--- config.mk ---
export PLATFORM = sky130hd
export DESIGN_NAME = asc_top
export DESIGN_NICKNAME = d
export VERILOG_FILES = /design/src/core/asc_pkg.sv /design/src/core/asc_tad_div.sv /design/src/core/asc_top.sv
export SDC_FILE = /design/constraint.sdc
export NUM_CORES = 1
export LEC_CHECK = 0
export ABC_AREA = 1
export BUFFER_PORTS_ARGS = -buffer_cell sky130_fd_sc_hd__buf_2
export CAP_MARGIN = 20
export CORE_MARGIN = 3
export CORE_UTILIZATION = 50
export DETAILED_ROUTE_END_ITERATION = 10
export GPL_ROUTABILITY_DRIVEN = 1
export PLACE_DENSITY = 0.76
export SYNTH_ARGS = -nofsm -noshare
export SYNTH_HDL_FRONTEND = slang
export SYNTH_HIERARCHICAL = 1
export SYNTH_SLANG_ARGS = --single-unit
export TNS_END_PERCENT = 5
--- constraint.sdc ---
create_clock -name clk_i -period 2.45 [get_ports clk_i]
set_input_delay 0.49 -clock clk_i [delete_from_list [all_inputs] [get_ports clk_i]]
set_output_delay 0.49 -clock clk_i [all_outputs]
set_load 0.01 [all_outputs]
--- src/core/asc_pkg.sv ---
`default_nettype none
package asc_pkg;

  // register indices; byte address is four times the index
  localparam logic [7:0] IDX_RES_HI   = 8'h1e;
  localparam logic [7:0] IDX_CTRL     = 8'h1f;
  localparam logic [7:0] IDX_ANALOG_PIN_SELECT    = 8'h91;
  localparam logic [7:0] IDX_RES_LO   = 8'h9e;
  localparam logic [7:0] IDX_CLKCFG   = 8'h9f;
  localparam logic [7:0] IDX_INT_STAT = 8'ha0;
  localparam logic [7:0] IDX_INT_MASK = 8'ha1;

  // values after reset
  localparam logic [7:0] CTRL_RST     = 8'h00;
  localparam logic [7:0] ANALOG_PIN_SELECT_RST    = 8'hff;
  localparam logic [7:0] CLKCFG_RST   = 8'h00;
  localparam logic [7:0] MASK_RST     = 8'h00;

  // writable bits; the rest read as zero
  localparam logic [7:0] CTRL_WMASK   = 8'hdf;
  localparam logic [7:0] CLKCFG_WMASK = 8'h70;

  // field positions
  localparam int unsigned JUST_BIT = 7;
  localparam int unsigned VREF_BIT = 6;
  localparam int unsigned CHS_LSB  = 2;
  localparam int unsigned GO_BIT   = 1;
  localparam int unsigned EN_BIT   = 0;
  localparam int unsigned CS_LSB   = 4;
  localparam int unsigned DONE_BIT = 0;

  localparam logic [3:0]  CAPT_TRIG_MODE = 4'hb;
  localparam logic [12:0] WAKE_VECTOR    = 13'h0004;

  // cycle counts: instruction is 4 clocks, conversion 11 bit periods
  localparam logic [3:0] INSTR_LAST = 4'h3;
  localparam logic [3:0] CONV_LAST  = 4'ha;
  localparam logic [3:0] ABORT_LAST = 4'h1;

  typedef enum logic [1:0] {
    ST_IDLE,
    ST_DELAY,
    ST_CONV,
    ST_ABORT
  } asc_state_e;

  // high byte in [15:8], low byte in [7:0]
  function automatic logic [15:0] asc_justify(input logic [9:0] r,
                                              input logic       right);
    if (right) begin
      asc_justify = {6'h00, r};
    end else begin
      asc_justify = {r, 6'h00};
    end
  endfunction

endpackage
`default_nettype wire

--- src/core/asc_tad_div.sv ---
`default_nettype none
module asc_tad_div (
  input  wire logic       clk_i,
  input  wire logic       rst_i,
  input  wire logic       run_i,
  input  wire logic [2:0] clk_sel_i,
  input  wire logic       rc_tick_i,
  output logic            tad_tick_o
);
  import asc_pkg::*;

  logic [5:0] cnt_ff;
  logic       tick_ff;

  // terminal count of the system clock divider
  function automatic logic [5:0] div_last(input logic [2:0] code);
    unique case (code)
      3'b000:  div_last = 6'd1;
      3'b001:  div_last = 6'd7;
      3'b010:  div_last = 6'd31;
      3'b100:  div_last = 6'd3;
      3'b101:  div_last = 6'd15;
      3'b110:  div_last = 6'd63;
      default: div_last = 6'd0;
    endcase
  endfunction

  wire logic rc_sel = (clk_sel_i[1:0] == 2'b11);

  // restart while idle so every bit period is whole
  always_ff @(posedge clk_i) begin
    if (rst_i || !run_i || rc_sel) begin
      cnt_ff <= 6'd0;
    end else if (cnt_ff == div_last(clk_sel_i)) begin
      cnt_ff <= 6'd0;
    end else begin
      cnt_ff <= cnt_ff + 6'd1;
    end
  end

  always_ff @(posedge clk_i) begin
    if (rst_i || !run_i) begin
      tick_ff <= 1'b0;
    end else if (rc_sel) begin
      tick_ff <= rc_tick_i;
    end else begin
      tick_ff <= (cnt_ff == div_last(clk_sel_i));
    end
  end

  assign tad_tick_o = tick_ff;

endmodule // asc_tad_div
`default_nettype wire

--- src/core/asc_top.sv ---
`default_nettype none
module asc_top (
  input  wire logic        clk_i,
  input  wire logic        rst_i,
  input  wire logic        cyc_i,
  input  wire logic        stb_i,
  input  wire logic        we_i,
  input  wire logic [9:0]  adr_i,
  input  wire logic [3:0]  sel_i,
  input  wire logic [31:0] dat_i,
  output logic      [31:0] dat_o,
  output logic             ack_o,
  input  wire logic        sleep_i,
  input  wire logic        global_int_enable_i,
  input  wire logic [3:0]  capture_mode_field_i,
  input  wire logic        special_trigger_i,
  input  wire logic        rc_osc_i,
  input  wire logic [9:0]  sample_i,
  output logic             conv_power_o,
  output logic             sample_hold_o,
  output logic      [2:0]  channel_o,
  output logic             vref_pin_o,
  output logic      [7:0]  analog_pin_select_o,
  output logic             event_timer_reset_o,
  output logic             wake_o,
  output logic             vector_jump_o,
  output logic      [12:0] wake_vector_o,
  output logic             irq_o
);
  import asc_pkg::*;

  logic [7:0]  ctrl_ff;
  logic        go_ff;
  logic [7:0]  analog_pin_select_ff;
  logic [7:0]  clkcfg_ff;
  logic [7:0]  res_hi_ff;
  logic [7:0]  res_lo_ff;
  logic        stat_ff;
  logic        mask_ff;
  logic        ack_ff;
  logic [31:0] dat_ff;
  logic        powered_ff;
  logic        rc_s1_ff;
  logic        rc_s2_ff;
  logic        rc_s3_ff;
  logic [9:0]  samp_s1_ff;
  logic [9:0]  samp_s2_ff;
  logic [3:0]  cnt_ff;
  logic        timer_rst_ff;
  logic        wake_ff;
  logic        jump_ff;
  logic [12:0] vec_ff;
  logic        tad_tick;
  logic [7:0]  rd_byte;
  asc_state_e  state_ff;

  wire logic [7:0] idx = adr_i[9:2];
  wire logic wr = cyc_i && stb_i && we_i && ack_ff && sel_i[0];
  wire logic wr_ctrl   = wr && (idx == IDX_CTRL);
  wire logic wr_analog_pin_select  = wr && (idx == IDX_ANALOG_PIN_SELECT);
  wire logic wr_clkcfg = wr && (idx == IDX_CLKCFG);
  wire logic wr_stat   = wr && (idx == IDX_INT_STAT);
  wire logic wr_mask   = wr && (idx == IDX_INT_MASK);

  wire logic en     = ctrl_ff[EN_BIT];
  wire logic rc_sel = (clkcfg_ff[CS_LSB +: 2] == 2'b11);
  wire logic trig_hit = special_trigger_i &&
                        (capture_mode_field_i == CAPT_TRIG_MODE);
  wire logic trig_start = trig_hit && en;
  wire logic sw_start   = wr_ctrl && dat_i[GO_BIT] && en;
  wire logic sw_abort   = wr_ctrl && !dat_i[GO_BIT];
  wire logic go_start   = (state_ff == ST_IDLE) && powered_ff &&
                          (sw_start || trig_start);
  // any clock but RC is unusable once the core sleeps
  wire logic sleep_abort = sleep_i && !rc_sel;
  wire logic kill = sleep_abort || !en;
  wire logic done_evt = (state_ff == ST_CONV) && tad_tick &&
                        (cnt_ff == CONV_LAST) && !kill && !sw_abort;
  wire logic shutdown = sleep_i && powered_ff &&
                        (sleep_abort || (done_evt && !mask_ff));

  // rc edges and the analog code come from outside this clock
  always_ff @(posedge clk_i) begin
    if (rst_i) begin
      rc_s1_ff <= 1'b0;
      rc_s2_ff <= 1'b0;
      rc_s3_ff <= 1'b0;
    end else begin
      rc_s1_ff <= rc_osc_i;
      rc_s2_ff <= rc_s1_ff;
      rc_s3_ff <= rc_s2_ff;
    end
  end

  // code is only taken at the final bit period, long settled
  always_ff @(posedge clk_i) begin
    samp_s1_ff <= sample_i;
    samp_s2_ff <= samp_s1_ff;
  end

  asc_tad_div u_tad_div (
    .clk_i      (clk_i),
    .rst_i      (rst_i),
    .run_i      ((state_ff == ST_CONV) || (state_ff == ST_ABORT)),
    .clk_sel_i  (clkcfg_ff[CS_LSB +: 3]),
    .rc_tick_i  (rc_s2_ff && !rc_s3_ff),
    .tad_tick_o (tad_tick)
  );

  // bus slave: ack one cycle after request, write at ack edge
  always_ff @(posedge clk_i) begin
    if (rst_i) begin
      ack_ff <= 1'b0;
      dat_ff <= 32'h0000_0000;
    end else begin
      ack_ff <= cyc_i && stb_i && !ack_ff;
      if (cyc_i && stb_i && !ack_ff) begin
        dat_ff <= {24'h00_0000, rd_byte};
      end
    end
  end

  always_comb begin
    unique case (idx)
      IDX_RES_HI:   rd_byte = res_hi_ff;
      IDX_CTRL:     rd_byte = {ctrl_ff[7:2], go_ff, ctrl_ff[0]};
      IDX_ANALOG_PIN_SELECT:    rd_byte = analog_pin_select_ff;
      IDX_RES_LO:   rd_byte = res_lo_ff;
      IDX_CLKCFG:   rd_byte = clkcfg_ff;
      IDX_INT_STAT: rd_byte = {7'h00, stat_ff};
      IDX_INT_MASK: rd_byte = {7'h00, mask_ff};
      default:      rd_byte = 8'h00;
    endcase
  end

  always_ff @(posedge clk_i) begin
    if (rst_i) begin
      ctrl_ff   <= CTRL_RST;
      analog_pin_select_ff  <= ANALOG_PIN_SELECT_RST;
      clkcfg_ff <= CLKCFG_RST;
      mask_ff   <= MASK_RST[DONE_BIT];
    end else begin
      if (wr_ctrl) begin
        ctrl_ff <= dat_i[7:0] & CTRL_WMASK & ~(8'h01 << GO_BIT);
      end
      if (wr_analog_pin_select) begin
        analog_pin_select_ff <= dat_i[7:0];
      end
      if (wr_clkcfg) begin
        clkcfg_ff <= dat_i[7:0] & CLKCFG_WMASK;
      end
      if (wr_mask) begin
        mask_ff <= dat_i[DONE_BIT];
      end
    end
  end

  // sleep power-down leaves the enable bit set
  always_ff @(posedge clk_i) begin
    if (rst_i) begin
      powered_ff <= 1'b0;
    end else if (shutdown) begin
      powered_ff <= 1'b0;
    end else if (!sleep_i) begin
      powered_ff <= en;
    end
  end

  // busy flag: completion, sleep and disable aborts win over a start; a software abort loses to a trigger start
  always_ff @(posedge clk_i) begin
    if (rst_i) begin
      go_ff <= 1'b0;
    end else if (done_evt || kill) begin
      go_ff <= 1'b0;
    end else if (go_start) begin
      go_ff <= 1'b1;
    end else if (sw_abort && state_ff != ST_DELAY) begin
      go_ff <= 1'b0;
    end
  end

  always_ff @(posedge clk_i) begin
    if (rst_i) begin
      state_ff <= ST_IDLE;
      cnt_ff   <= 4'h0;
    end else begin
      unique case (state_ff)
        ST_IDLE: begin
          cnt_ff <= 4'h0;
          if (go_start) begin
            // RC: let a sleep instruction run first
            state_ff <= rc_sel ? ST_DELAY : ST_CONV;
          end
        end
        ST_DELAY: begin
          if (!en) begin
            state_ff <= ST_IDLE;
          end else if (cnt_ff == INSTR_LAST) begin
            state_ff <= ST_CONV;
            cnt_ff   <= 4'h0;
          end else begin
            cnt_ff <= cnt_ff + 4'h1;
          end
        end
        ST_CONV: begin
          if (kill) begin
            state_ff <= ST_IDLE;
          end else if (sw_abort) begin
            state_ff <= ST_ABORT;
            cnt_ff   <= 4'h0;
          end else if (done_evt) begin
            state_ff <= ST_IDLE;
          end else if (tad_tick) begin
            cnt_ff <= cnt_ff + 4'h1;
          end
        end
        ST_ABORT: begin
          if (kill || (tad_tick && cnt_ff == ABORT_LAST)) begin
            state_ff <= ST_IDLE;
          end else if (tad_tick) begin
            cnt_ff <= cnt_ff + 4'h1;
          end
        end
      endcase
    end
  end

  // no reset: the result pair survives a device reset
  always_ff @(posedge clk_i) begin
    if (done_evt) begin
      {res_hi_ff, res_lo_ff} <= asc_justify(samp_s2_ff,
                                            ctrl_ff[JUST_BIT]);
    end
  end

  // done flag: a completion in the clearing cycle wins
  always_ff @(posedge clk_i) begin
    if (rst_i) begin
      stat_ff <= 1'b0;
    end else begin
      stat_ff <= (stat_ff && !(wr_stat && dat_i[DONE_BIT])) ||
                 done_evt;
    end
  end

  always_ff @(posedge clk_i) begin
    if (rst_i) begin
      timer_rst_ff <= 1'b0;
      wake_ff      <= 1'b0;
      jump_ff      <= 1'b0;
      vec_ff       <= 13'h0000;
    end else begin
      timer_rst_ff <= trig_hit;
      wake_ff <= done_evt && sleep_i && mask_ff;
      jump_ff <= done_evt && sleep_i && mask_ff &&
                 global_int_enable_i;
      vec_ff  <= (done_evt && sleep_i && mask_ff &&
                  global_int_enable_i) ? WAKE_VECTOR : 13'h0000;
    end
  end

  assign ack_o               = ack_ff;
  assign dat_o               = dat_ff;
  assign conv_power_o        = powered_ff && en;
  assign sample_hold_o       = powered_ff && en && state_ff == ST_IDLE;
  assign channel_o           = ctrl_ff[CHS_LSB +: 3];
  assign vref_pin_o          = ctrl_ff[VREF_BIT];
  assign analog_pin_select_o = analog_pin_select_ff;
  assign event_timer_reset_o = timer_rst_ff;
  assign wake_o              = wake_ff;
  assign vector_jump_o       = jump_ff;
  assign wake_vector_o       = vec_ff;
  assign irq_o               = stat_ff && mask_ff;
endmodule // asc_top
`default_nettype wire

==> results by group <==
Run status
  • Status: complete, no violations

Timing
  • FMAX: between 500 and 600 MHz
  • Relative slew margins: 0.6663
  • Final critical-path required period: roughly 1.9 ns
  • Worst clock skew: approximately 0.008 ns
  • Period utilisation layout: 0.7642
  • Final hold vios: 0
  • RSZ-0062 raised after global routing: false
  • Final setup fails: 0
  • Slew Limit Fails: 0
  • Worst-Margin Slew: between 0.4 and 0.5 ns
  • Setup tns final: 0 ns

Clock network
  • Cts repair resizes: 0
  • CTS H-tree depth: 3
  • Sink Count: 85
  • CTS tree: yes
  • Clock root cell: clkbuf_8
  • CTS buffer count: 9
  • # hold bufs at CTS: 0
  • Post-CTS Setup Repair Bufs: 0
  • Clock Tree Buf Depth: 2
  • Worst skew pair latency: 0.35 ns
  • Reg clk slew, reported paths: 0.08 ns

Synthesis
  • Async SR Flop Fraction: 0
  • Post-Syn Instances: 540
  • EDFF count, synth: 16
  • Synth cell types: 34
  • Top_reg_cell synth: dfxtp_1
  • Synth warnings: 6
  • Mapped Avg Cell Area: 7.660 um2
  • FF+latch count, synth: 85
  • Register area share after synthesis: 0.4501
  • Synthesized cell area: 0.004136 mm2

Floorplan
  • Cell Rows: 32
  • # IOs: 133
  • Die height: between 90 and 100 um
  • DIE AREA: 0.009400 mm2
  • Core footprint: between 0.007 and 0.008 mm2
  • Initial Util: 0.5244
  • Chip width: around 97 um

Global routing
  • First-pass GRT wire length: approximately 15000 um
  • Initial antenna violation count: 0
  • Largest net degree at the start of global routing: 31
  • Grt ovf: 0
  • Total track usage: 0.1932
  • Vias in the first global route: 3315

Layout
  • Final #Nets: 687
  • Finished Core Util: 0.5893
  • P&R area growth vs syn: 12.37%
  • Layout cells sized above 1: 0.1935
  • ANT cells: 0
  • Finished Cell Area: around 0.0046 mm2

Placed design
  • Gp weighted congestion: 0.8936
  • Placed cell area: 0.004438 mm2
  • Port buffer count: 67
  • Dpl hpwl: about 7000 um

Drt
  • Vias per cell: between 4 and 5
  • TritonRoute pass-1 iters: 5
  • Detail Route Antenna Nets: 0
  • Routed len/inst: about 13 um
  • Iteration-0 DRC Markers: between 200 and 250
  • Final WL: 9205 um
  • Via Count: around 3500
  • Drc violations: 0

Critical path
  • Crit-path max FO: 5
  • Critical path origin: ctrl_ff[0]
  • Worst reg2reg path startpoint: state_ff[1]
  • Worst Path Arrival: ~1.4 ns
  • Critical Path Start Type: flop
  • Crit Path Class: flop to output port
  • Worst Setup End Kind: output port
  • Critical Path RT: a little under 2 ns

Worst hold path
  • Hold path startpoint: sample_i[6]
  • Tightest Hold Check Type: input pin to flop

Pwr
  • Reg power frac: 0.556
  • Net Sw Frac: 0.2269
  • P_leak: around 2.2 nW
  • Internal power: about 2 mW
  • Clock power share: 0.398
  • Comb pwr share: 0.046
  • Worst IR Drop VDD: ~460 uV
  • Sw Pwr: 589.9 uW
  • PD cells: approximately 560 mW/mm2

Run
  • Total of max-cap violations: 0
==> critical path, cell delays in order (launching register included) <==
cell	delay, ns
dfxtp_1	0.43
nand2_1	0.11
nor3_1	0.30
buf_2	0.20
==> placed cells by master (no fill, tap or decap), types with 6 or more instances in the layout <==
master,netlist,final
clkbuf_8,0,9
nand3_1,48,48
o21ai_0,16,16
buf_2,3,67
inv_1,58,58
conb_1,1,36
dfxtp_1,69,69
nand4_1,14,14
edfxtp_1,16,16
nor2_1,35,35
a21oi_1,26,26
ha_1,8,8
buf_4,40,6
nand2_1,154,154
==> synthesized netlist by cell type (all sizes together), types with 6 or more instances <==
cell type,number,area share
edfxtp,16,0.12
nand4,14,0.021
ha,8,0.024
nand3,50,0.065
nor2,43,0.050
buf,43,0.076
inv,63,0.057
nand2,162,0.16
a21oi,31,0.042
dfxtp,69,0.33
o21ai,16,0.019
clkbuf,6,0.0054
==> sequential cells by signal (all words and copies together), names as in the netlist, 2 cells and up <==
signal               flops
cnt_ff                   4
ctrl_ff                  6
samp_s2_ff              10
clkcfg_ff                3
samp_s1_ff              10
res_lo_ff                8
analog_pin_select_o      8
state_ff                 2
res_hi_ff                8
dat_o                    8
u_tad_div/cnt_ff         6
==> routing by layer <==
| layer | vias to the layer above | global-route usage | wire length [um] |
|---|---|---|---|
| met5 | - | 0 | 0 |
| met4 | 0 | 0.07883 | 276 |
| met3 | 27 | 0.03821 | 499 |
| met2 | 110 | 0.3418 | 4671 |
| met1 | 1600 | 0.2279 | 3757 |
| li1 | 1781 | - | - |
==> layout make-up <==
type	count	area [um2]
clock buffers	11	152.6
clock inverters	5	57.56
fillers	737	3239
inverters	64	240.2
multi-input cells	377	1828
flip-flops and latches	85	1862
well taps	102	127.6
repair buffers	73	380.4
==> power groups by stage <==
stage | clock [mW] | sequential, mW | combinational [mW]
5_1_grt | 1.10 | 1.45 | 0.134
3_3_place_gp | 0 | 1.48 | 0.114
3_5_place_dp | 0 | 1.48 | 0.118
2_1_floorplan | 0 | 1.48 | 0.107
6_report | 1.03 | 1.45 | 0.120
4_1_cts | 1.04 | 1.45 | 0.119
==> logic make-up after synthesis <==
family          after synthesis  share of synthesized area
buf+inv                     113                     0.1397
compound gates               49                    0.06473
flops                        85                     0.4501
xor+xnor                      6                    0.01270
other cells                   1                  0.0009066
simple gates                278                     0.3076
fa+ha+maj                     8                    0.02420
==> worst paths after layout <==
check | end | slack [ns] | depth (start not counted)
worst max-delay path | sample_hold_o | 0.58 | 3
worst max register to register | res_lo_ff[6] | 0.69 | 7
worst min-delay path | samp_s1_ff[6] | 0.24 | 1
worst min register to register | samp_s2_ff[7] | 0.33 | 0
==> stage by stage <==
stage                     instances  hold slack [ns]  worst slack, ns  total power [mW]
after floorplan                 575           0.3096           0.6816             1.585
after global placement          701           0.3107           0.5038             1.593
after detailed placement        701           0.3121           0.4874             1.597
after CTS                       717           0.2276           0.5901             2.609
after global routing            717           0.2216           0.4732             2.685
final                           717           0.2372           0.5776             2.600
Power figures use the tool's default switching activity.
